`src/design/dcr_pkg.sv`:
```
// ==================================================================
// Shared constants and types of the display command receiver
// ==================================================================
package dcr_pkg;

   // ===============================================================
   // Two-wire slave address
   // ===============================================================
   localparam logic [4:0] ADDR_FIXED_HI  = 5'h0f;  // Upper five bits
   localparam int         ADDR_W         = 7;

   // ===============================================================
   // Control and address byte layout
   // ===============================================================
   localparam int         CTRL_CONT_BIT  = 7;      // Continuation flag
   localparam int         CTRL_DCS_BIT   = 6;      // Data/command select
   localparam int         RW_BIT         = 0;      // Read when set

   // ===============================================================
   // Display text RAM geometry and fill value
   // ===============================================================
   localparam int         RAM_DEPTH      = 80;
   localparam int         AC_W           = 7;
   localparam logic [7:0] SPACE_CODE     = 8'h20;
   localparam logic [6:0] LINE1_LAST     = 7'h4f;
   localparam logic [6:0] LINE2A_LAST    = 7'h27;
   localparam logic [6:0] LINE2B_FIRST   = 7'h40;
   localparam logic [6:0] LINE2B_LAST    = 7'h67;
   localparam logic [6:0] LINE2B_BASE    = 7'h28;  // Index of 2nd line
   localparam logic [6:0] AC_RESET       = 7'h00;

   // ===============================================================
   // Settings after self-initialisation
   // ===============================================================
   localparam logic       RST_BUS_WIDTH  = 1'b1;   // 8-bit bus
   localparam logic       RST_TWO_LINE   = 1'b0;   // One line
   localparam logic       RST_TALL_FONT  = 1'b0;   // 5 x 8 font
   localparam logic       RST_DISP_ON    = 1'b0;
   localparam logic       RST_CURSOR_ON  = 1'b0;
   localparam logic       RST_BLINK_ON   = 1'b0;
   localparam logic       RST_INC        = 1'b1;   // Increment by one
   localparam logic       RST_SHIFT      = 1'b0;   // No display shift

   // ===============================================================
   // Bus engine states
   // ===============================================================
   typedef enum logic [2:0] {
      ST_IDLE,
      ST_RX,
      ST_ACK,
      ST_TX,
      ST_TXACK,
      ST_IGNORE
   } dcr_state_t;

endpackage

```
`src/design/dcr_ram_if.sv`:
```
`timescale 1ns/1ps
// ==================================================================
// Write and read port of the display text RAM
// ==================================================================
interface dcr_ram_if;
   import dcr_pkg::*;
   logic             wr_en;
   logic [AC_W-1:0]  wr_idx;
   logic [7:0]       wr_data;
   logic [AC_W-1:0]  rd_idx;
   logic [7:0]       rd_data;

   modport ctl (output wr_en, wr_idx, wr_data, rd_idx, input rd_data);
   modport mem (input wr_en, wr_idx, wr_data, rd_idx, output rd_data);
endinterface

```
`src/design/dcr_text_ram.sv`:
```
`timescale 1ns/1ps
// ==================================================================
// Display text RAM, flip-flop storage
// ==================================================================
module dcr_text_ram
   import dcr_pkg::*;
#(
   parameter int DEPTH = RAM_DEPTH
)
(
   // Clock and reset
   input  wire logic core_clk_in,
   input  wire logic nrst_in,
   // Memory port
   dcr_ram_if.mem    ram
);

   logic [7:0] mem_q [DEPTH];
   logic [7:0] mem_d [DEPTH];
   logic [7:0] rd_q;
   logic [7:0] rd_d;

   // Next contents; indices past the end are dropped
   always_comb
   begin
      mem_d = mem_q;
      if (ram.wr_en && (int'(ram.wr_idx) < DEPTH))
      begin
         mem_d[ram.wr_idx] = ram.wr_data;
      end
      rd_d = (int'(ram.rd_idx) < DEPTH) ? mem_q[ram.rd_idx] : 8'h00;
   end

   // Storage registers
   always_ff @(posedge core_clk_in or negedge nrst_in)
   begin
      if (!nrst_in)
      begin
         for (int i = 0; i < DEPTH; i++)
         begin
            mem_q[i] <= SPACE_CODE;
         end
         rd_q <= 8'h00;
      end
      else
      begin
         mem_q <= mem_d;
         rd_q  <= rd_d;
      end
   end

   assign ram.rd_data = rd_q;

endmodule

```
`src/design/dcr_i2c_receiver.sv`:
```
`timescale 1ns/1ps
// ==================================================================
// Two-wire command receiver of a character display controller
// ==================================================================
module dcr_i2c_receiver
   import dcr_pkg::*;
(
   // Clock and reset
   input  wire logic            core_clk_in,
   input  wire logic            nrst_in,
   // Two-wire bus pins
   input  wire logic            scl_in,
   input  wire logic            sda_in,
   output logic                 sda_out,
   output logic                 sda_oe_n_out,
   // Address straps
   input  wire logic            addr_strap_low_in,
   input  wire logic            addr_strap_high_in,
   // Display refresh read port
   input  wire logic [AC_W-1:0] disp_idx_in,
   output logic [7:0]           disp_data_out,
   // Status and settings
   output logic                 busy_flag_out,
   output logic [AC_W-1:0]      addr_counter_out,
   output logic                 bus_width_select_out,
   output logic                 two_line_out,
   output logic                 tall_font_out,
   output logic                 display_on_out,
   output logic                 cursor_on_out,
   output logic                 blink_on_out,
   output logic                 entry_inc_out,
   output logic                 entry_shift_out
);

   // ===============================================================
   // Pin synchronisers and edge detection
   // ===============================================================
   logic [2:0] scl_q, scl_d;
   logic [2:0] sda_q, sda_d;
   logic [1:0] strap_lo_q, strap_lo_d;
   logic [1:0] strap_hi_q, strap_hi_d;
   logic       scl_rise, scl_fall, start_seen, stop_seen;

   // Two stages, then a third copy for edges
   always_comb
   begin
      scl_d      = {scl_q[1:0], scl_in};
      sda_d      = {sda_q[1:0], sda_in};
      strap_lo_d = {strap_lo_q[0], addr_strap_low_in};
      strap_hi_d = {strap_hi_q[0], addr_strap_high_in};
   end

   // Synchroniser registers, bus pins idle high, straps low
   always_ff @(posedge core_clk_in or negedge nrst_in)
   begin
      if (!nrst_in)
      begin
         scl_q      <= 3'h7;
         sda_q      <= 3'h7;
         strap_lo_q <= 2'h0;
         strap_hi_q <= 2'h0;
      end
      else
      begin
         scl_q      <= scl_d;
         sda_q      <= sda_d;
         strap_lo_q <= strap_lo_d;
         strap_hi_q <= strap_hi_d;
      end
   end

   // Clock edges from stages two and three
   assign scl_rise   = scl_q[1] & ~scl_q[2];
   assign scl_fall   = ~scl_q[1] & scl_q[2];
   assign start_seen = scl_q[1] & scl_q[2] & ~sda_q[1] & sda_q[2];
   assign stop_seen  = scl_q[1] & scl_q[2] & sda_q[1] & ~sda_q[2];

   // ===============================================================
   // Address counter helpers
   // ===============================================================
   // step up or down with line wrap
   function automatic logic [AC_W-1:0] ac_step(
      input logic [AC_W-1:0] ac,
      input logic            inc,
      input logic            two);
      logic [AC_W-1:0] r;
      r = inc ? ac + 7'h01 : ac - 7'h01;
      if (two)
      begin
         if (inc && ac == LINE2A_LAST)
            r = LINE2B_FIRST;
         else if (inc && ac == LINE2B_LAST)
            r = AC_RESET;
         else if (!inc && ac == LINE2B_FIRST)
            r = LINE2A_LAST;
         else if (!inc && ac == AC_RESET)
            r = LINE2B_LAST;
      end
      else
      begin
         if (inc && ac == LINE1_LAST)
            r = AC_RESET;
         else if (!inc && ac == AC_RESET)
            r = LINE1_LAST;
      end
      return r;
   endfunction

   // Counter value to RAM index
   function automatic logic [AC_W-1:0] ac_index(
      input logic [AC_W-1:0] ac,
      input logic            two);
      logic [AC_W-1:0] r;
      r = ac;
      if (two && ac[6])
         r = {1'b0, ac[5:0]} + LINE2B_BASE;
      return r;
   endfunction

   // ===============================================================
   // Bus engine, settings and initialisation
   // ===============================================================
   dcr_state_t      st_q, st_d;
   logic [3:0]      cnt_q, cnt_d;
   logic [7:0]      sh_q, sh_d;
   logic [7:0]      tx_q, tx_d;
   logic            is_addr_q, is_addr_d;
   logic            rd_mode_q, rd_mode_d;
   logic            exp_ctrl_q, exp_ctrl_d;
   logic            cont_q, cont_d;
   logic            dcs_q, dcs_d;
   logic            mack_q, mack_d;
   logic            drive_q, drive_d;
   logic [1:0]      strap_q, strap_d;
   logic            strap_done_q, strap_done_d;
   logic            fill_q, fill_d;
   logic [AC_W-1:0] fill_idx_q, fill_idx_d;
   logic [AC_W-1:0] ac_q, ac_d;
   logic            dl_q, dl_d, two_q, two_d, tall_q, tall_d;
   logic            don_q, don_d, con_q, con_d, bon_q, bon_d;
   logic            inc_q, inc_d, shf_q, shf_d;
   logic            we_q, we_d;
   logic [AC_W-1:0] widx_q, widx_d;
   logic [7:0]      wdat_q, wdat_d;
   logic [7:0]      rx_byte;

   assign rx_byte = sh_q;

   // Next state of the whole engine
   always_comb
   begin
      st_d = st_q; cnt_d = cnt_q; sh_d = sh_q; tx_d = tx_q;
      is_addr_d = is_addr_q; rd_mode_d = rd_mode_q;
      exp_ctrl_d = exp_ctrl_q; cont_d = cont_q; dcs_d = dcs_q;
      mack_d = mack_q; drive_d = drive_q; strap_d = strap_q;
      strap_done_d = strap_done_q;
      fill_d = fill_q; fill_idx_d = fill_idx_q; ac_d = ac_q;
      dl_d = dl_q; two_d = two_q; tall_d = tall_q;
      don_d = don_q; con_d = con_q; bon_d = bon_q;
      inc_d = inc_q; shf_d = shf_q;
      we_d = 1'b0; widx_d = widx_q; wdat_d = wdat_q;

      if (fill_q)
      begin
         we_d       = 1'b1;
         widx_d     = fill_idx_q;
         wdat_d     = SPACE_CODE;
         fill_idx_d = fill_idx_q + 7'h01;
         if (int'(fill_idx_q) == RAM_DEPTH - 1)
         begin
            fill_d = 1'b0;
            // straps latched once
            // Only the fill after reset, never a clear display
            if (!strap_done_q)
            begin
               strap_d      = {strap_hi_q[1], strap_lo_q[1]};
               strap_done_d = 1'b1;
            end
         end
      end

      case (st_q)
         ST_IDLE, ST_IGNORE:
         begin
            drive_d = 1'b0;
         end
         ST_RX:
         begin
            if (scl_rise)
            begin
               sh_d  = {sh_q[6:0], sda_q[1]};
               cnt_d = cnt_q + 4'h1;
            end
            else if (scl_fall && cnt_q == 4'h8)
            begin
               if (is_addr_q)
               begin
                  if (rx_byte[7:1] == {ADDR_FIXED_HI, strap_q})
                  begin
                     st_d      = ST_ACK;
                     drive_d   = 1'b1;
                     rd_mode_d = rx_byte[RW_BIT];
                  end
                  else
                  begin
                     st_d = ST_IGNORE;
                  end
               end
               else
               begin
                  st_d    = ST_ACK;
                  drive_d = 1'b1;
                  if (exp_ctrl_q)
                  begin
                     cont_d     = rx_byte[CTRL_CONT_BIT];
                     dcs_d      = rx_byte[CTRL_DCS_BIT];
                     exp_ctrl_d = 1'b0;
                  end
                  else
                  begin
                     exp_ctrl_d = cont_q;
                     if (dcs_q && !fill_q)
                     begin
                        we_d   = 1'b1;
                        widx_d = ac_index(ac_q, two_q);
                        wdat_d = rx_byte;
                        ac_d   = ac_step(ac_q, inc_q, two_q);
                     end
                     else if (!dcs_q && !fill_q)
                     begin
                        casez (rx_byte)
                           8'b1???????: ac_d = rx_byte[6:0];
                           8'b01??????: ac_d = ac_q;
                           8'b001?????:
                           begin
                              dl_d   = rx_byte[4];
                              two_d  = rx_byte[3];
                              tall_d = rx_byte[2];
                           end
                           8'b0001????:
                           begin
                              if (!rx_byte[3])
                                 ac_d = ac_step(ac_q, rx_byte[2], two_q);
                           end
                           8'b00001???:
                           begin
                              don_d = rx_byte[2];
                              con_d = rx_byte[1];
                              bon_d = rx_byte[0];
                           end
                           8'b000001??:
                           begin
                              inc_d = rx_byte[1];
                              shf_d = rx_byte[0];
                           end
                           8'b0000001?: ac_d = AC_RESET;
                           8'b00000001:
                           begin
                              fill_d     = 1'b1;
                              fill_idx_d = AC_RESET;
                              ac_d       = AC_RESET;
                              inc_d      = RST_INC;
                           end
                           default: ac_d = ac_q;
                        endcase
                     end
                  end
               end
            end
         end
         ST_ACK:
         begin
            // hold low until the pulse ends
            if (scl_fall)
            begin
               cnt_d = 4'h0;
               if (is_addr_q && rd_mode_q)
               begin
                  st_d    = ST_TX;
                  tx_d    = {fill_q, ac_q};
                  drive_d = ~fill_q;
               end
               else
               begin
                  st_d    = ST_RX;
                  drive_d = 1'b0;
               end
               is_addr_d = 1'b0;
            end
         end
         ST_TX:
         begin
            // Shift out status byte msb first
            if (scl_rise)
               cnt_d = cnt_q + 4'h1;
            else if (scl_fall)
            begin
               if (cnt_q == 4'h8)
               begin
                  st_d    = ST_TXACK;
                  drive_d = 1'b0;
               end
               else
               begin
                  tx_d    = {tx_q[6:0], 1'b1};
                  drive_d = ~tx_q[6];
               end
            end
         end
         ST_TXACK:
         begin
            if (scl_rise)
               mack_d = ~sda_q[1];
            else if (scl_fall)
            begin
               cnt_d = 4'h0;
               if (mack_q)
               begin
                  st_d    = ST_TX;
                  tx_d    = {fill_q, ac_q};
                  drive_d = ~fill_q;
               end
               else
               begin
                  st_d = ST_IGNORE;
               end
            end
         end
         default:
         begin
            st_d    = ST_IDLE;
            drive_d = 1'b0;
         end
      endcase

      if (start_seen)
      begin
         st_d       = ST_RX;
         cnt_d      = 4'h0;
         is_addr_d  = 1'b1;
         rd_mode_d  = 1'b0;
         exp_ctrl_d = 1'b1;
         cont_d     = 1'b1;
         drive_d    = 1'b0;
      end
      else if (stop_seen)
      begin
         st_d      = ST_IDLE;
         is_addr_d = 1'b1;
         rd_mode_d = 1'b0;
         drive_d   = 1'b0;
      end
   end

   // Engine registers
   // defaults after reset
   always_ff @(posedge core_clk_in or negedge nrst_in)
   begin
      if (!nrst_in)
      begin
         st_q <= ST_IDLE; cnt_q <= 4'h0; sh_q <= 8'h00; tx_q <= 8'hff;
         is_addr_q <= 1'b1; rd_mode_q <= 1'b0;
         exp_ctrl_q <= 1'b1; cont_q <= 1'b1; dcs_q <= 1'b0;
         mack_q <= 1'b0; drive_q <= 1'b0; strap_q <= 2'h0;
         strap_done_q <= 1'b0;
         fill_q <= 1'b1; fill_idx_q <= AC_RESET; ac_q <= AC_RESET;
         dl_q <= RST_BUS_WIDTH; two_q <= RST_TWO_LINE;
         tall_q <= RST_TALL_FONT; don_q <= RST_DISP_ON;
         con_q <= RST_CURSOR_ON; bon_q <= RST_BLINK_ON;
         inc_q <= RST_INC; shf_q <= RST_SHIFT;
         we_q <= 1'b0; widx_q <= AC_RESET; wdat_q <= SPACE_CODE;
      end
      else
      begin
         st_q <= st_d; cnt_q <= cnt_d; sh_q <= sh_d; tx_q <= tx_d;
         is_addr_q <= is_addr_d; rd_mode_q <= rd_mode_d;
         exp_ctrl_q <= exp_ctrl_d; cont_q <= cont_d; dcs_q <= dcs_d;
         mack_q <= mack_d; drive_q <= drive_d; strap_q <= strap_d;
         strap_done_q <= strap_done_d;
         fill_q <= fill_d; fill_idx_q <= fill_idx_d; ac_q <= ac_d;
         dl_q <= dl_d; two_q <= two_d; tall_q <= tall_d;
         don_q <= don_d; con_q <= con_d; bon_q <= bon_d;
         inc_q <= inc_d; shf_q <= shf_d;
         we_q <= we_d; widx_q <= widx_d; wdat_q <= wdat_d;
      end
   end

   // ===============================================================
   // Display text RAM
   // ===============================================================
   dcr_ram_if ram_bus ();

   // Write port from registers, read port from display side
   assign ram_bus.wr_en   = we_q;
   assign ram_bus.wr_idx  = widx_q;
   assign ram_bus.wr_data = wdat_q;
   assign ram_bus.rd_idx  = disp_idx_in;

   dcr_text_ram #(
      .DEPTH (RAM_DEPTH)
   ) u_ram (
      .core_clk_in (core_clk_in),
      .nrst_in     (nrst_in),
      .ram         (ram_bus.mem)
   );

   // ===============================================================
   // Outputs
   // ===============================================================
   // Open-drain data pin, enable low while pulling
   assign sda_out              = 1'b0;
   assign sda_oe_n_out         = ~drive_q;
   assign disp_data_out        = ram_bus.rd_data;
   assign busy_flag_out        = fill_q;
   assign addr_counter_out     = ac_q;
   assign bus_width_select_out = dl_q;
   assign two_line_out         = two_q;
   assign tall_font_out        = tall_q;
   assign display_on_out       = don_q;
   assign cursor_on_out        = con_q;
   assign blink_on_out         = bon_q;
   assign entry_inc_out        = inc_q;
   assign entry_shift_out      = shf_q;

endmodule

```
`config.mk`:
```
export PLATFORM = sky130hd
export DESIGN_NAME = dcr_i2c_receiver
export DESIGN_NICKNAME = d
export VERILOG_FILES = /design/src/design/dcr_pkg.sv /design/src/design/dcr_ram_if.sv /design/src/design/dcr_text_ram.sv /design/src/design/dcr_i2c_receiver.sv
export SDC_FILE = /design/constraint.sdc
export NUM_CORES = 1
export LEC_CHECK = 0
export ABC_AREA = 1
export ABC_CLOCK_PERIOD_IN_PS = 2400
export BUFFER_PORTS_ARGS = -buffer_cell sky130_fd_sc_hd__buf_2
export CORE_MARGIN = 1
export CORE_UTILIZATION = 60
export CTS_CLUSTER_DIAMETER = 40
export DETAILED_ROUTE_END_ITERATION = 8
export PLACE_DENSITY_LB_ADDON = 0.3
export SYNTH_ARGS = -nofsm -noshare
export SYNTH_HDL_FRONTEND = slang
export SYNTH_SLANG_ARGS = --single-unit
```
`constraint.sdc`:
```
create_clock -name core_clk_in -period 2.4 [get_ports core_clk_in]
set_clock_uncertainty 0.2 [all_clocks]
set_input_delay 0 -clock core_clk_in [delete_from_list [all_inputs] [get_ports core_clk_in]]
set_output_delay 0 -clock core_clk_in [all_outputs]
set_load 0.05 [all_outputs]
```
==> out/qor.csv <==
stage;metric;value;unit
floorplanning;area of the core;55500;um2
final_layout;layout cells sized above 1;13.0;%
placed_design;gp weighted congestion;0.943;
final_layout;Cell Count, Final, Fillers Out;5158;
floorplanning;IO Pins;39;
global_route;first-pass GRT wire length;159;mm
worst_setup_path;Worst EP required;2.72;ns
final_layout;most frequent cells in the layout;nand2_1, o21ai_0, dfrtp_1;
final_layout;Area Growth Syn to Fin;16.5;%
outcome;status;finished, violations left;
floorplanning;Die Y;240;um
clocking;Worst-Skew Late Latency;0.67;ns
worst_setup_path;Worst setup EP type;flop;
placed_design;Port Buffers;37;
sta;endpoints failing hold;0;
route;routed len/inst;19.1;um
sta;FMAX;413;MHz
route;DR iter-0 viols;3590;
global_route;grt ovf;0;
clocking;Inserted Clock Buffers;104;
sta;Tcrit/Tclk final;101;%
sta;Final Worst Setup Slack;-0.0185;ns
worst_setup_path;Worst path most repeated cell;nand2_1;
sta;final setup fails;5;
clocking;maximum root-to-sink buffer count;3;
worst_setup_path;crit path from;ram_bus.wr_idx[4];
sta;unrepaired setup endpoints after global routing;yes;
sta;Final Critical Period;2.42;ns
worst_setup_path;critical path arrival;2.74;ns
outcome;failing checks;negative setup slack;
worst_setup_path;R2R depth;6;
synthesis;Ys Warns;0;
synthesis;Syn Std Cell Area;34000;um2
route;wirelength, routed;98.4;mm
floorplanning;Initial Utilization;61.3;%
route;drt pass-1 iters;6;
run;total of max-cap violations;0;
route;DRT antenna net count;0;
placed_design;Detailed Place HPWL;59.7;mm
placed_design;placed instance count;4937;
synthesis;synthesized area per cell;7.94;um2
worst_setup_path;ordered list of cells on the worst path;buf_4, nand2_1, nor4_4, nand2_1, nand2_1, o21ai_0;
worst_setup_path;Worst setup SP type;flop;
worst_setup_path;Reg2Reg Launch Point;ram_bus.wr_idx[4];
route;Avg Vias per Cell;5.96;
clocking;Clock Sinks;729;
clocking;CTS tree;done;
global_route;largest net degree at the start of global routing;95;
clocking;CTS root buf;clkbuf_16;
synthesis;sequential-to-total area share from yosys stat;54.0;%
final_layout;Layout Nets;4340;
worst_setup_path;worst path bufs/invs;1;
floorplanning;die area;57700;um2
worst_setup_path;CP max-delay cell;nor4_4;
worst_setup_path;crit-path max FO;16;
worst_hold_path;Min-Delay Path Class;in -> reg;
global_route;initial antenna violation count;0;
worst_setup_path;worst reg2reg setup slack;-0.02;ns
route;Via Count;30800;
worst_setup_path;Crit path largest cell delay;0.54;ns
worst_setup_path;CP endpoint;u_ram.mem_q[411];
floorplanning;Die Width;240;um
sta;max-slew violation count;0;
pwr;maximum vdd drop;0.712;mV
final_layout;commonest non-fill, non-tap cell in the layout;nand2_1;
worst_setup_path;Critical Path Stages;6;
clocking;H-tree Lvls;3;
synthesis;post-synthesis register bit count;729;
pwr;Leakage;17.8;nW
floorplanning;num rows;86;
route;DRC;0;
final_layout;diode count;0;
global_route;GRT Util Overall;35.0;%
synthesis;Synth Instances;4284;
clocking;clk slew on worst S/H paths;0.06;ns
pwr;Design Power;31.5;mW
worst_setup_path;r2r endpoint;u_ram.mem_q[411];
worst_setup_path;CP delay by family, top;simple AND/OR/NAND/NOR gates;
worst_setup_path;CP Class;reg -> reg;
synthesis;Post-Syn Nets;4305;
global_route;vias in the first global route;29500;
synthesis;Unique masters post-synth;37;
pwr;pwr/cell area;795;nW/um2
sta;Max-Slew Margin vs Limit;54.6;%
sta;Slew @ Worst Pin;0.676;ns
how the worst min path moves through the flow:
stage | startpoint | to | slack [ns] | cells after the start
after global placement | nrst_in | u_ram.mem_q[553] | -0.23 | 1
after floorplan | nrst_in | addr_counter_out[0] | -0.50 | 0
final | disp_idx_in[0] | u_ram.ram.rd_data[5] | 0.15 | 13
after detailed placement | nrst_in | u_ram.mem_q[553] | -0.23 | 1
after global routing | scl_q[0] | scl_q[1] | 0.16 | 0
after CTS | disp_idx_in[0] | u_ram.ram.rd_data[5] | 0.13 | 13
power breakdown:
group          internal [mW]  switching [mW]  total [mW]  leakage (nW)
clock network           10.0            5.97        16.0          1.80
logic                  0.839            1.96        2.80          6.18
registers               12.5           0.157        12.7          9.79
layout make-up:
class	instances	area (um2)
clock buffers	127	2840
clock inverters	70	867
fillers	4229	15900
inverters	105	404
multi-input cells	3152	14200
flip-flops and latches	729	18400
well taps	748	936
repair buffers	227	2080
cell usage after synthesis:
library cell     n  area [um2]
nor3_1          21         105
nor4_1           3        18.8
o21a_1           1        7.51
nor2_1         299        1120
a21oi_1         22         110
o211ai_1        13        97.6
o21ai_1         10        50.1
clkbuf_2         1        5.00
nor2_2           4        25.0
xor2_1          11        96.3
o21ai_0        829        4150
nor3_2           5        50.1
dfrtp_1        629       15700
nand3b_1         1        7.51
ha_1             8         100
and3_1           1        6.26
xnor2_1          3        26.3
conb_1           1        3.75
nand4_1         10        62.6
buf_2           66         330
a31oi_1          7        43.8
nor4_4           8         170
buf_1           23        86.3
or2_2            3        18.8
inv_2            5        18.8
nand2_1       1469        5510
o22ai_1         10        62.6
dfstp_2        100        2630
buf_4            7        52.6
mux2_2           2        22.5
clkinv_1         4        15.0
clkbuf_1       201         754
o221ai_1        28         245
inv_1           96         360
a211oi_1         1        7.51
nand3_1        380        1900
o31ai_1          2        15.0
registers in the layout, summed over array words and instances, names as in the netlist, 3 cells and up:
register	cells
u_ram.mem_q	640
ram_bus.wr_data	8
rx_byte	8
u_ram.ram.rd_data	8
addr_counter_out	7
fill_idx_q	7
ram_bus.wr_idx	7
tx_q	7
cnt_q	4
scl_q	3
sda_q	3
st_q	3
kinds of logic after synthesis:
| logic type | share of synthesized area (%) |
|---|---|
| flops | 54.0 |
| other cells | 0.0110 |
| simple gates | 26.5 |
| buf+inv | 4.77 |
| xor+xnor | 0.360 |
| mux | 0.0662 |
| compound gates | 14.1 |
| fa+ha+maj | 0.294 |
per-stage QoR:
step	instance area (um2)	hold slack [ns]	worst slack, ns	setup TNS (ns)	util (%)
finish	39700	0.147	-0.0185	-0.0603	71.4
global route	39700	0.162	-0.170	-7.40	71.4
CTS	39500	0.135	-0.0206	-0.0403	71.1
detailed placement	35600	-0.230	0.00341	0	64.1
global placement	35600	-0.226	0.0153	0	64.1
floorplan	34000	-0.496	0.0448	0	-
layer usage:
metal	GRT usage, %	up-vias	wire length [um]
met2	54.9	1569	45300
met5	0	-	0
met4	14.2	0	3810
met1	48.0	14700	40500
met3	6.85	274	8780
li1	-	14200	-
tightest hold or removal path, cell delays in order:
cell and delay (ns):
buf_8 0.16, nand2_1 0.08, nand2_1 0.05, nand2_1 0.07, nand3_1 0.09, nand3_1 0.07
nand2_1 0.05, nand2_1 0.05, nand2_1 0.07, inv_1 0.06, nand2_1 0.04, nand2_1 0.05
nand2_1 0.09
timing repair:
| item | 4_1_cts | 5_1_grt |
|---|---|---|
| resized for setup | 1 | 45 |
| endpoints found under the setup margin | 3 | 248 |
| pin swaps | 0 | 6 |
| hold buffers | 19 | 0 |
| hold endpoints to repair | 741 | 0 |
| buffers inserted | 0 | 5 |
Power figures use the tool's default switching activity.
